==> src/design/fws_pkg.sv <==
// Purpose: shared constants for the fault and warning signal masking block
// Assumes: 8-bit registers addressed by their byte offsets on a plain port
// Notes:   reserved mask bits are stored but steer nothing

package fws_pkg;

    localparam int unsigned ADDR_W = 8;
    localparam int unsigned DATA_W = 8;
    localparam int unsigned NUM_CH = 4;

    // register offsets
    localparam logic [7:0] FAULT_LIVE_OFS   = 8'h1E;
    localparam logic [7:0] WARN_STORED_OFS  = 8'h1F;
    localparam logic [7:0] WARN_LIVE_OFS    = 8'h20;
    localparam logic [7:0] FAULT_PIN_OFS    = 8'h22;
    localparam logic [7:0] SIG_STATUS_OFS   = 8'h2F;

    // reset values
    localparam logic [7:0] FAULT_LIVE_RST   = 8'h00;
    localparam logic [7:0] WARN_STORED_RST  = 8'h04;
    localparam logic [7:0] WARN_LIVE_RST    = 8'h00;
    localparam logic [7:0] FAULT_PIN_RST    = 8'h00;
    localparam logic [7:0] RD_IDLE          = 8'h00;

    // live fault mask fields
    localparam int unsigned FL_FROM_WARN_BIT = 6;
    localparam int unsigned FL_CLK_BIT       = 5;
    localparam int unsigned FL_SHUTDOWN_BIT  = 4;
    localparam int unsigned FL_POWER_BIT     = 3;
    localparam int unsigned FL_DIAG_BIT      = 0;

    // stored-source warning mask fields
    localparam int unsigned WS_CLIP_BIT      = 6;
    localparam int unsigned WS_CLK_BIT       = 5;
    localparam int unsigned WS_SHUTDOWN_BIT  = 4;
    localparam int unsigned WS_POWER_BIT     = 3;
    localparam int unsigned WS_OTWARN_BIT    = 2;
    localparam int unsigned WS_FOLDBACK_BIT  = 1;
    localparam int unsigned WS_CURCAP_BIT    = 0;

    // live warning mask fields
    localparam int unsigned WL_CLK_BIT       = 5;
    localparam int unsigned WL_SHUTDOWN_BIT  = 4;
    localparam int unsigned WL_POWER_BIT     = 3;
    localparam int unsigned WL_OTWARN_BIT    = 2;
    localparam int unsigned WL_FOLDBACK_BIT  = 1;
    localparam int unsigned WL_DIAG_BIT      = 0;

    // status register fields
    localparam int unsigned ST_FAULT_BIT     = 1;
    localparam int unsigned ST_WARN_BIT      = 0;

    // fault pin selection codes
    localparam int unsigned PIN_SEL_W        = 4;
    localparam logic [3:0] PIN_SEL_FAULT    = 4'h0;
    localparam logic [3:0] PIN_SEL_WARN     = 4'h1;

    // widths of the supply source groups
    localparam int unsigned PWR_LIVE_W       = 5;
    localparam int unsigned PWR_STORED_W     = 6;

endpackage

==> src/design/fws_any_term.sv <==
// Purpose: one gated source term, any set bit of a group when enabled
// Assumes: sources already on the core clock
// Notes:   purely combinational, registered by the caller

`timescale 1ns/1ps
`default_nettype none

module fws_any_term #(
    parameter int unsigned W = 4
) (
    input  wire logic [W-1:0] src,  // source bits of the group
    input  wire logic         en,   // enable bit from a mask register
    output logic              hit   // group contributes
);

    initial begin
        if (W < 1) begin
            $error("fws_any_term: W must be at least 1");
        end
    end

    // a clear enable silences the whole group
    assign hit = en & (|src);

endmodule

`default_nettype wire

==> src/design/fws_signal_mask.sv <==
// Purpose: masks diagnostic sources into the fault and warning signals
// Assumes: all source bits come from logic on core_clk
// Notes:   aggregated signals are registered, one cycle behind sources
//
// Function
// RQ1: fault follows warning when bit 6 set
// RQ2: live clock error drives fault via bit 5
// RQ3: live shutdown bits drive fault via bit 4
// RQ4: live supply faults drive fault via bit 3
// RQ5: unfinished diagnostics drive fault via bit 0
// RQ6: latched clip events drive warning via bit 6
// RQ7: latched clock error drives warning via bit 5
// RQ8: latched shutdown bits drive warning via bit 4
// RQ9: latched supply faults drive warning via bit 3
// RQ10: bit 2 resets set; latched overtemp warns
// RQ11: latched foldback drives warning via bit 1
// RQ12: latched current cap drives warning via bit 0
// RQ13: live clock error warns via live bit 5
// RQ14: live shutdown bits warn via live bit 4
// RQ15: live supply faults warn via live bit 3
// RQ16: overtemp warning warns via live bit 2
// RQ17: live foldback warns via live bit 1
// RQ18: unfinished diagnostics warn via live bit 0
// RQ19: pin code 0000 pulls low on fault
// RQ20: pin code 0001 pulls low on warning
// RQ21: signals are OR of enabled terms only
// RQ22: changes reach outputs within one cycle
//
// Decided for this implementation: the address-and-strobe port.

`timescale 1ns/1ps
`default_nettype none

module fws_signal_mask #(
    parameter int unsigned NUM_CH = fws_pkg::NUM_CH
) (
    input  wire logic              core_clk,           // core clock
    input  wire logic              reset_n,            // async reset
    input  wire logic [7:0]        regAddr,            // register offset
    input  wire logic [7:0]        regWrData,          // write data
    input  wire logic              regWrEn,            // write strobe
    input  wire logic              regRdEn,            // read strobe
    output logic      [7:0]        regRdData,          // read data
    input  wire logic              invalidClock,       // live clock error
    input  wire logic [NUM_CH-1:0] chOvertempShutdownStatus, // live
    input  wire logic              overtempShutdownStatus,   // live global
    input  wire logic [4:0]        supplyFaultLive,    // live supply
    input  wire logic [NUM_CH-1:0] chOvertempWarningStatus,  // live
    input  wire logic              overtempWarningStatus,    // live global
    input  wire logic              thermalFoldbackWarning,   // live
    input  wire logic [NUM_CH-1:0] loadDiagDoneReport, // diag done
    input  wire logic [NUM_CH-1:0] chClipLatched,      // latched clip
    input  wire logic              invalidClockLatched, // latched
    input  wire logic [NUM_CH-1:0] chShutdownLatched,  // latched
    input  wire logic              shutdownLatched,    // latched global
    input  wire logic [5:0]        supplyFaultLatched, // latched supply
    input  wire logic [NUM_CH-1:0] chOtWarnLatched,    // latched
    input  wire logic              otWarnLatched,      // latched global
    input  wire logic              foldbackLatched,    // latched
    input  wire logic [NUM_CH-1:0] chCurrentCapLatched, // latched
    output logic                   faultSignal,        // aggregated fault
    output logic                   warningSignal,      // aggregated warn
    output logic                   faultOutN,          // pin drive level
    output logic                   faultOutNOe         // pin pull enable
);

    initial begin
        if (NUM_CH < 1 || NUM_CH > 8) begin
            $error("fws_signal_mask: NUM_CH must be 1 to 8");
        end
    end

    typedef struct packed {
        logic [7:0] faultLiveMask;
        logic [7:0] warnStoredMask;
        logic [7:0] warnLiveMask;
        logic [7:0] pinConf;
        logic [7:0] rdData;
        logic       faultSig;
        logic       warnSig;
        logic       pinOe;
    } fws_state_t;

    fws_state_t st_r;
    fws_state_t st_nxt;

    // source groups, channel and global bits gathered together
    logic [NUM_CH:0] liveShutdownAll;
    logic [NUM_CH:0] latchedShutdownAll;
    logic [NUM_CH:0] liveOtWarnAll;
    logic [NUM_CH:0] latchedOtWarnAll;
    logic [NUM_CH-1:0] diagUnfinished;

    assign liveShutdownAll    = {overtempShutdownStatus,
                                 chOvertempShutdownStatus};
    assign latchedShutdownAll = {shutdownLatched, chShutdownLatched};
    assign liveOtWarnAll      = {overtempWarningStatus,
                                 chOvertempWarningStatus};
    assign latchedOtWarnAll   = {otWarnLatched, chOtWarnLatched};
    // a clear done bit means that channel has not finished
    assign diagUnfinished     = ~loadDiagDoneReport;

    logic [4:0]  faultHit;
    logic [12:0] warnHit;

    // live fault terms
    fws_any_term #(.W(1)) uFaultClk (
        .src (invalidClock),
        .en  (st_r.faultLiveMask[fws_pkg::FL_CLK_BIT]),
        .hit (faultHit[0])
    ); // see RQ2
    fws_any_term #(.W(NUM_CH + 1)) uFaultShut (
        .src (liveShutdownAll),
        .en  (st_r.faultLiveMask[fws_pkg::FL_SHUTDOWN_BIT]),
        .hit (faultHit[1])
    ); // see RQ3
    fws_any_term #(.W(fws_pkg::PWR_LIVE_W)) uFaultPwr (
        .src (supplyFaultLive),
        .en  (st_r.faultLiveMask[fws_pkg::FL_POWER_BIT]),
        .hit (faultHit[2])
    ); // see RQ4
    fws_any_term #(.W(NUM_CH)) uFaultDiag (
        .src (diagUnfinished),
        .en  (st_r.faultLiveMask[fws_pkg::FL_DIAG_BIT]),
        .hit (faultHit[3])
    ); // see RQ5

    // stored-source warning terms
    fws_any_term #(.W(NUM_CH)) uWarnClip (
        .src (chClipLatched),
        .en  (st_r.warnStoredMask[fws_pkg::WS_CLIP_BIT]),
        .hit (warnHit[0])
    ); // see RQ6
    fws_any_term #(.W(1)) uWarnClkS (
        .src (invalidClockLatched),
        .en  (st_r.warnStoredMask[fws_pkg::WS_CLK_BIT]),
        .hit (warnHit[1])
    ); // see RQ7
    fws_any_term #(.W(NUM_CH + 1)) uWarnShutS (
        .src (latchedShutdownAll),
        .en  (st_r.warnStoredMask[fws_pkg::WS_SHUTDOWN_BIT]),
        .hit (warnHit[2])
    ); // see RQ8
    fws_any_term #(.W(fws_pkg::PWR_STORED_W)) uWarnPwrS (
        .src (supplyFaultLatched),
        .en  (st_r.warnStoredMask[fws_pkg::WS_POWER_BIT]),
        .hit (warnHit[3])
    ); // see RQ9
    fws_any_term #(.W(NUM_CH + 1)) uWarnOtS (
        .src (latchedOtWarnAll),
        .en  (st_r.warnStoredMask[fws_pkg::WS_OTWARN_BIT]),
        .hit (warnHit[4])
    ); // see RQ10
    fws_any_term #(.W(1)) uWarnFbS (
        .src (foldbackLatched),
        .en  (st_r.warnStoredMask[fws_pkg::WS_FOLDBACK_BIT]),
        .hit (warnHit[5])
    ); // see RQ11
    fws_any_term #(.W(NUM_CH)) uWarnCapS (
        .src (chCurrentCapLatched),
        .en  (st_r.warnStoredMask[fws_pkg::WS_CURCAP_BIT]),
        .hit (warnHit[6])
    ); // see RQ12

    // live warning terms
    fws_any_term #(.W(1)) uWarnClkL (
        .src (invalidClock),
        .en  (st_r.warnLiveMask[fws_pkg::WL_CLK_BIT]),
        .hit (warnHit[7])
    ); // see RQ13
    fws_any_term #(.W(NUM_CH + 1)) uWarnShutL (
        .src (liveShutdownAll),
        .en  (st_r.warnLiveMask[fws_pkg::WL_SHUTDOWN_BIT]),
        .hit (warnHit[8])
    ); // see RQ14
    fws_any_term #(.W(fws_pkg::PWR_LIVE_W)) uWarnPwrL (
        .src (supplyFaultLive),
        .en  (st_r.warnLiveMask[fws_pkg::WL_POWER_BIT]),
        .hit (warnHit[9])
    ); // see RQ15
    // live bits chosen: the field is the live counterpart of bit 2
    fws_any_term #(.W(NUM_CH + 1)) uWarnOtL (
        .src (liveOtWarnAll),
        .en  (st_r.warnLiveMask[fws_pkg::WL_OTWARN_BIT]),
        .hit (warnHit[10])
    ); // see RQ16
    fws_any_term #(.W(1)) uWarnFbL (
        .src (thermalFoldbackWarning),
        .en  (st_r.warnLiveMask[fws_pkg::WL_FOLDBACK_BIT]),
        .hit (warnHit[11])
    ); // see RQ17
    fws_any_term #(.W(NUM_CH)) uWarnDiagL (
        .src (diagUnfinished),
        .en  (st_r.warnLiveMask[fws_pkg::WL_DIAG_BIT]),
        .hit (warnHit[12])
    ); // see RQ18

    logic warnNow;
    logic faultNow;

    // or of enabled terms; reserved bits feed no term at all
    assign warnNow  = |warnHit[12:0];                      // see RQ21
    assign faultHit[4] = st_r.faultLiveMask[fws_pkg::FL_FROM_WARN_BIT]
                         & warnNow;                          // see RQ1
    assign faultNow = |faultHit;                            // see RQ21

    // next state: bus access plus the aggregated signals
    always_comb begin
        st_nxt        = st_r;
        st_nxt.rdData = fws_pkg::RD_IDLE;
        if (regWrEn) begin
            case (regAddr)
                fws_pkg::FAULT_LIVE_OFS:  st_nxt.faultLiveMask  = regWrData;
                fws_pkg::WARN_STORED_OFS: st_nxt.warnStoredMask = regWrData;
                fws_pkg::WARN_LIVE_OFS:   st_nxt.warnLiveMask   = regWrData;
                fws_pkg::FAULT_PIN_OFS:   st_nxt.pinConf        = regWrData;
                default: begin
                end
            endcase
        end
        if (regRdEn) begin
            case (regAddr)
                fws_pkg::FAULT_LIVE_OFS:  st_nxt.rdData = st_r.faultLiveMask;
                fws_pkg::WARN_STORED_OFS: st_nxt.rdData = st_r.warnStoredMask;
                fws_pkg::WARN_LIVE_OFS:   st_nxt.rdData = st_r.warnLiveMask;
                fws_pkg::FAULT_PIN_OFS:   st_nxt.rdData = st_r.pinConf;
                fws_pkg::SIG_STATUS_OFS: begin
                    st_nxt.rdData[fws_pkg::ST_FAULT_BIT] = st_r.faultSig;
                    st_nxt.rdData[fws_pkg::ST_WARN_BIT]  = st_r.warnSig;
                end
                default: begin
                end
            endcase
        end
        // no access needed for a source change to show
        st_nxt.faultSig = faultNow;                         // see RQ22
        st_nxt.warnSig  = warnNow;                          // see RQ22
        // open-drain pin: enable pulls low, other codes release it
        case (st_r.pinConf[fws_pkg::PIN_SEL_W-1:0])
            fws_pkg::PIN_SEL_FAULT: st_nxt.pinOe = faultNow; // see RQ19
            fws_pkg::PIN_SEL_WARN:  st_nxt.pinOe = warnNow;  // see RQ20
            default:                st_nxt.pinOe = 1'b0;
        endcase
    end

    // single state register
    always_ff @(posedge core_clk or negedge reset_n) begin
        if (!reset_n) begin
            st_r.faultLiveMask  <= fws_pkg::FAULT_LIVE_RST;
            st_r.warnStoredMask <= fws_pkg::WARN_STORED_RST; // see RQ10
            st_r.warnLiveMask   <= fws_pkg::WARN_LIVE_RST;
            st_r.pinConf        <= fws_pkg::FAULT_PIN_RST;
            st_r.rdData         <= fws_pkg::RD_IDLE;
            st_r.faultSig       <= 1'b0;
            st_r.warnSig        <= 1'b0;
            st_r.pinOe          <= 1'b0;
        end else begin
            st_r <= st_nxt;
        end
    end

    // outputs straight from flip-flops, faultOutN tied low; pin only ever drives low
    assign regRdData     = st_r.rdData;
    assign faultSignal   = st_r.faultSig;
    assign warningSignal = st_r.warnSig;
    assign faultOutN     = 1'b0;
    assign faultOutNOe   = st_r.pinOe;
endmodule

`default_nettype wire

==> config.mk <==
export PLATFORM = sky130hd
export DESIGN_NAME = fws_signal_mask
export DESIGN_NICKNAME = d
export VERILOG_FILES = /design/src/design/fws_pkg.sv /design/src/design/fws_any_term.sv /design/src/design/fws_signal_mask.sv
export SDC_FILE = /design/constraint.sdc
export NUM_CORES = 1
export LEC_CHECK = 0
export BUFFER_PORTS_ARGS = -buffer_cell sky130_fd_sc_hd__buf_2
export CAP_MARGIN = 20
export CORE_AREA = 2 2 74 76
export DETAILED_ROUTE_END_ITERATION = 10
export DIE_AREA = 0 0 76 78
export PLACE_DENSITY = 0.82
export SYNTH_ARGS = -nofsm -noshare
export SYNTH_HDL_FRONTEND = slang
export SYNTH_HIERARCHICAL = 1
export SYNTH_SLANG_ARGS = --single-unit
==> constraint.sdc <==
create_clock -name core_clk -period 2.5 [get_ports core_clk]
set_clock_uncertainty 0.1 [all_clocks]
set_input_delay 0.625 -clock core_clk [delete_from_list [all_inputs] [get_ports core_clk]]
set_output_delay 0.625 -clock core_clk [all_outputs]
set_load 0.05 [all_outputs]
==> results.py <==
metrics = {
    "route": {
        "via_count": 1747,
        "drt-total-wl_mm": 5.09,
        "drt_first_iter_violations": 156,
        "first_pass_iters": 4,
        "viasPerCell": 5.39,
        "final_antenna_net_count": 0,
        "wl_per_cell_um": 15.7,
        "drc_errors": 0,
    },
    "setup_path": {
        "r2r-start": "st_r[32]",
        "reg2regPathDepth": 5,
        "crit_path_start_kind": "input port",
        "startpoint": "supplyFaultLatched[1]",
        "critPathMaxFanout": 3,
        "arrival_ps": 2300,
        "path_class": "in2reg",
        "rrSetupSlack_ps": 840,
        "worstSetupEndpointType": "register",
        "crit_path_end": "faultOutNOe",
        "required_ps": 2560,
        "r2r_end": "faultOutNOe",
    },
    "clock_network": {
        "cts_resized": 0,
        "clk_latency_ps": 290,
        "cts_tree": "yes",
        "numCtsBuffers": 5,
        "h-tree-depth": 2,
        "postCtsHoldBufs": 0,
        "cts.path.max_buffers": 2,
        "cts.sinks": 43,
        "path_clk_slew_ps": 70,
        "post_cts_buffers": 0,
        "clock-root-buffer": "clkbuf_8",
    },
    "pwr": {
        "p_leak_uw": 0.00142,
        "power.density_nw_per_um2": 508,
        "ir_drop_mv": 0.232,
        "power_uw": 1380,
    },
    "place": {
        "dpl_worst_slack_ps": -21.2,
        "post-dp-hpwl_mm": 3.93,
        "io_buffer_count": 77,
        "place_congestion": 0.830,
    },
    "global_route": {
        "grt_max_degree": 28,
        "grt_use_total_pct": 18.3,
        "antenna_found_initial": 0,
        "grt-ovfl-total": 0,
        "first_global_vias": 1784,
        "grt_first_pass_wirelength_mm": 8.34,
    },
    "floorplan": {
        "initial_core_util_pct": 44.0,
        "ioPinCount": 79,
        "fp-row-count": 26,
        "dieArea_um2": 5930,
        "chipWidth_um": 76,
        "die_h_um": 78,
        "core_um2": 5040,
    },
    "timing": {
        "hold_violations": 0,
        "worstMarginPinSlew_ps": 572,
        "fin_ws_ps": 262,
        "max_slew_margin_pct": 61.9,
        "fin_crit_sh_pct": 89.5,
        "fmax_mhz": 447,
        "rsz0062_at_grt": "false",
        "setup_violations": 0,
        "timing.setup.tns_ps": 0,
        "finalMaxSlewViolations": 0,
        "period_minus_slack_ps": 2240,
    },
    "cells_and_area": {
        "fillCellCount": 444,
        "post-route-util_pct": 53.7,
        "syn_to_final_growth_pct": 22.0,
        "diodes": 0,
        "final_nets": 322,
        "drive_gt1_share_pct": 36.6,
    },
    "synthesis": {
        "synth_edf_count": 0,
        "async_flop_share_pct": 100,
        "synth-main-ff-cell": "dfrtp_1",
        "ys_seq_area_share_pct": 48.5,
        "avgSynthCellArea_um2": 12.3,
        "synthCells": 180,
        "ys_ff_latch": 43,
        "ys_types": 36,
        "syn-num-nets": 247,
        "synth_area_um2": 2220,
        "yosys_warnings": 6,
    },
    "run": {
        "cap_violations": 0,
    },
    "hold_path": {
        "hold_path_class": "in2async",
    },
    "outcome": {
        "outcome": "completed",
    },
}
## where the power goes
group | total (uW) | internal, uW | switching [uW]
Clock | 399 | 186 | 213
Combinational | 220 | 92.2 | 128
Sequential | 758 | 732 | 25.8
Total | 1380 | 1010 | 367
## Yosys cell counts (all sizes together), types with 4 or more instances
library cell,number,area [um2]
mux2i,16,160
o21a,7,52.6
or4,9,67.6
mux2,32,360
nand3,4,37.5
o22ai,6,37.5
buf,12,82.6
o41a,4,45.0
dfrtp,42,1050
inv,4,15.0
nor4,4,31.3
and2,11,68.8
## worst max-delay path: stages
cell       delay [ps]
buf_2              90
or4_1             500
o31a_1            250
nor4_1            360
nand4_1           220
o21ai_0           120
a2111oi_0         130
## logic make-up (layout without fill, tap and decap cells)
| family | count (synthesis) | in the layout | share of synthesized area [%] |
|---|---|---|---|
| buf+inv | 17 | 91 | 4.56 |
| other cells | 1 | 1 | 0.169 |
| compound gates | 26 | 26 | 8.96 |
| flops | 43 | 43 | 48.5 |
| mux | 48 | 48 | 23.4 |
| simple gates | 45 | 45 | 14.4 |
## cells in the final DEF, fill, tap and decap left out, drive strengths merged
cell / n
nand2: 2
clkbuf: 6
o21a: 7
a21oi: 2
or2: 1
mux2: 32
nor2b: 1
a2111oi: 2
nor4: 4
inv: 4
nand2b: 1
and2: 11
conb: 1
buf: 81
o22a: 2
o31a: 1
or4: 9
nand3: 4
nand4: 3
nor2: 2
mux2i: 16
nor3: 3
o21ai: 2
o22ai: 6
nand3b: 3
o41a: 4
dfstp: 1
dfrtp: 42
and3: 1
## through the flow
step,cell area [um2],hold slack (ps),std cells
2_1_floorplan,2220,229,180
3_3_place_gp,2640,353,318
3_5_place_dp,2640,370,318
4_1_cts,2710,236,324
5_1_grt,2710,267,324
6_report,2710,223,324
## how the worst min path moves through the flow
stage	end	slack [ps]	depth (start not counted)
finish	warningSignal	220	1
global route	st_r[31]	270	1
CTS	st_r[27]	240	1
detailed placement	faultOutNOe	370	1
global placement	faultOutNOe	350	1
floorplan	faultOutNOe	230	0
## layout make-up
type	instances	area, um2	area share [%]
flip-flops and latches	43	1080	39.8
multi-input cells	120	1040	38.5
repair buffers	81	415	15.3
well taps	70	87.6	3.23
clock buffers	6	72.6	2.68
inverters	4	15.0	0.554
## registers in the layout, summed over array words and instances, names as in the netlist
name           count
st_r              32
faultSignal        1
warningSignal      1
faultOutNOe        1
regRdData          8
## metal layers
metal | up-vias | share of wire [%] | global-route usage (%)
met5 | - | 0 | 0
met4 | 0 | 2.5 | 9.82
met3 | 11 | 6.9 | 4.30
met2 | 66 | 50 | 31.1
met1 | 853 | 40 | 21.5
li1 | 817 | - | -
Power figures use the tool's default switching activity.
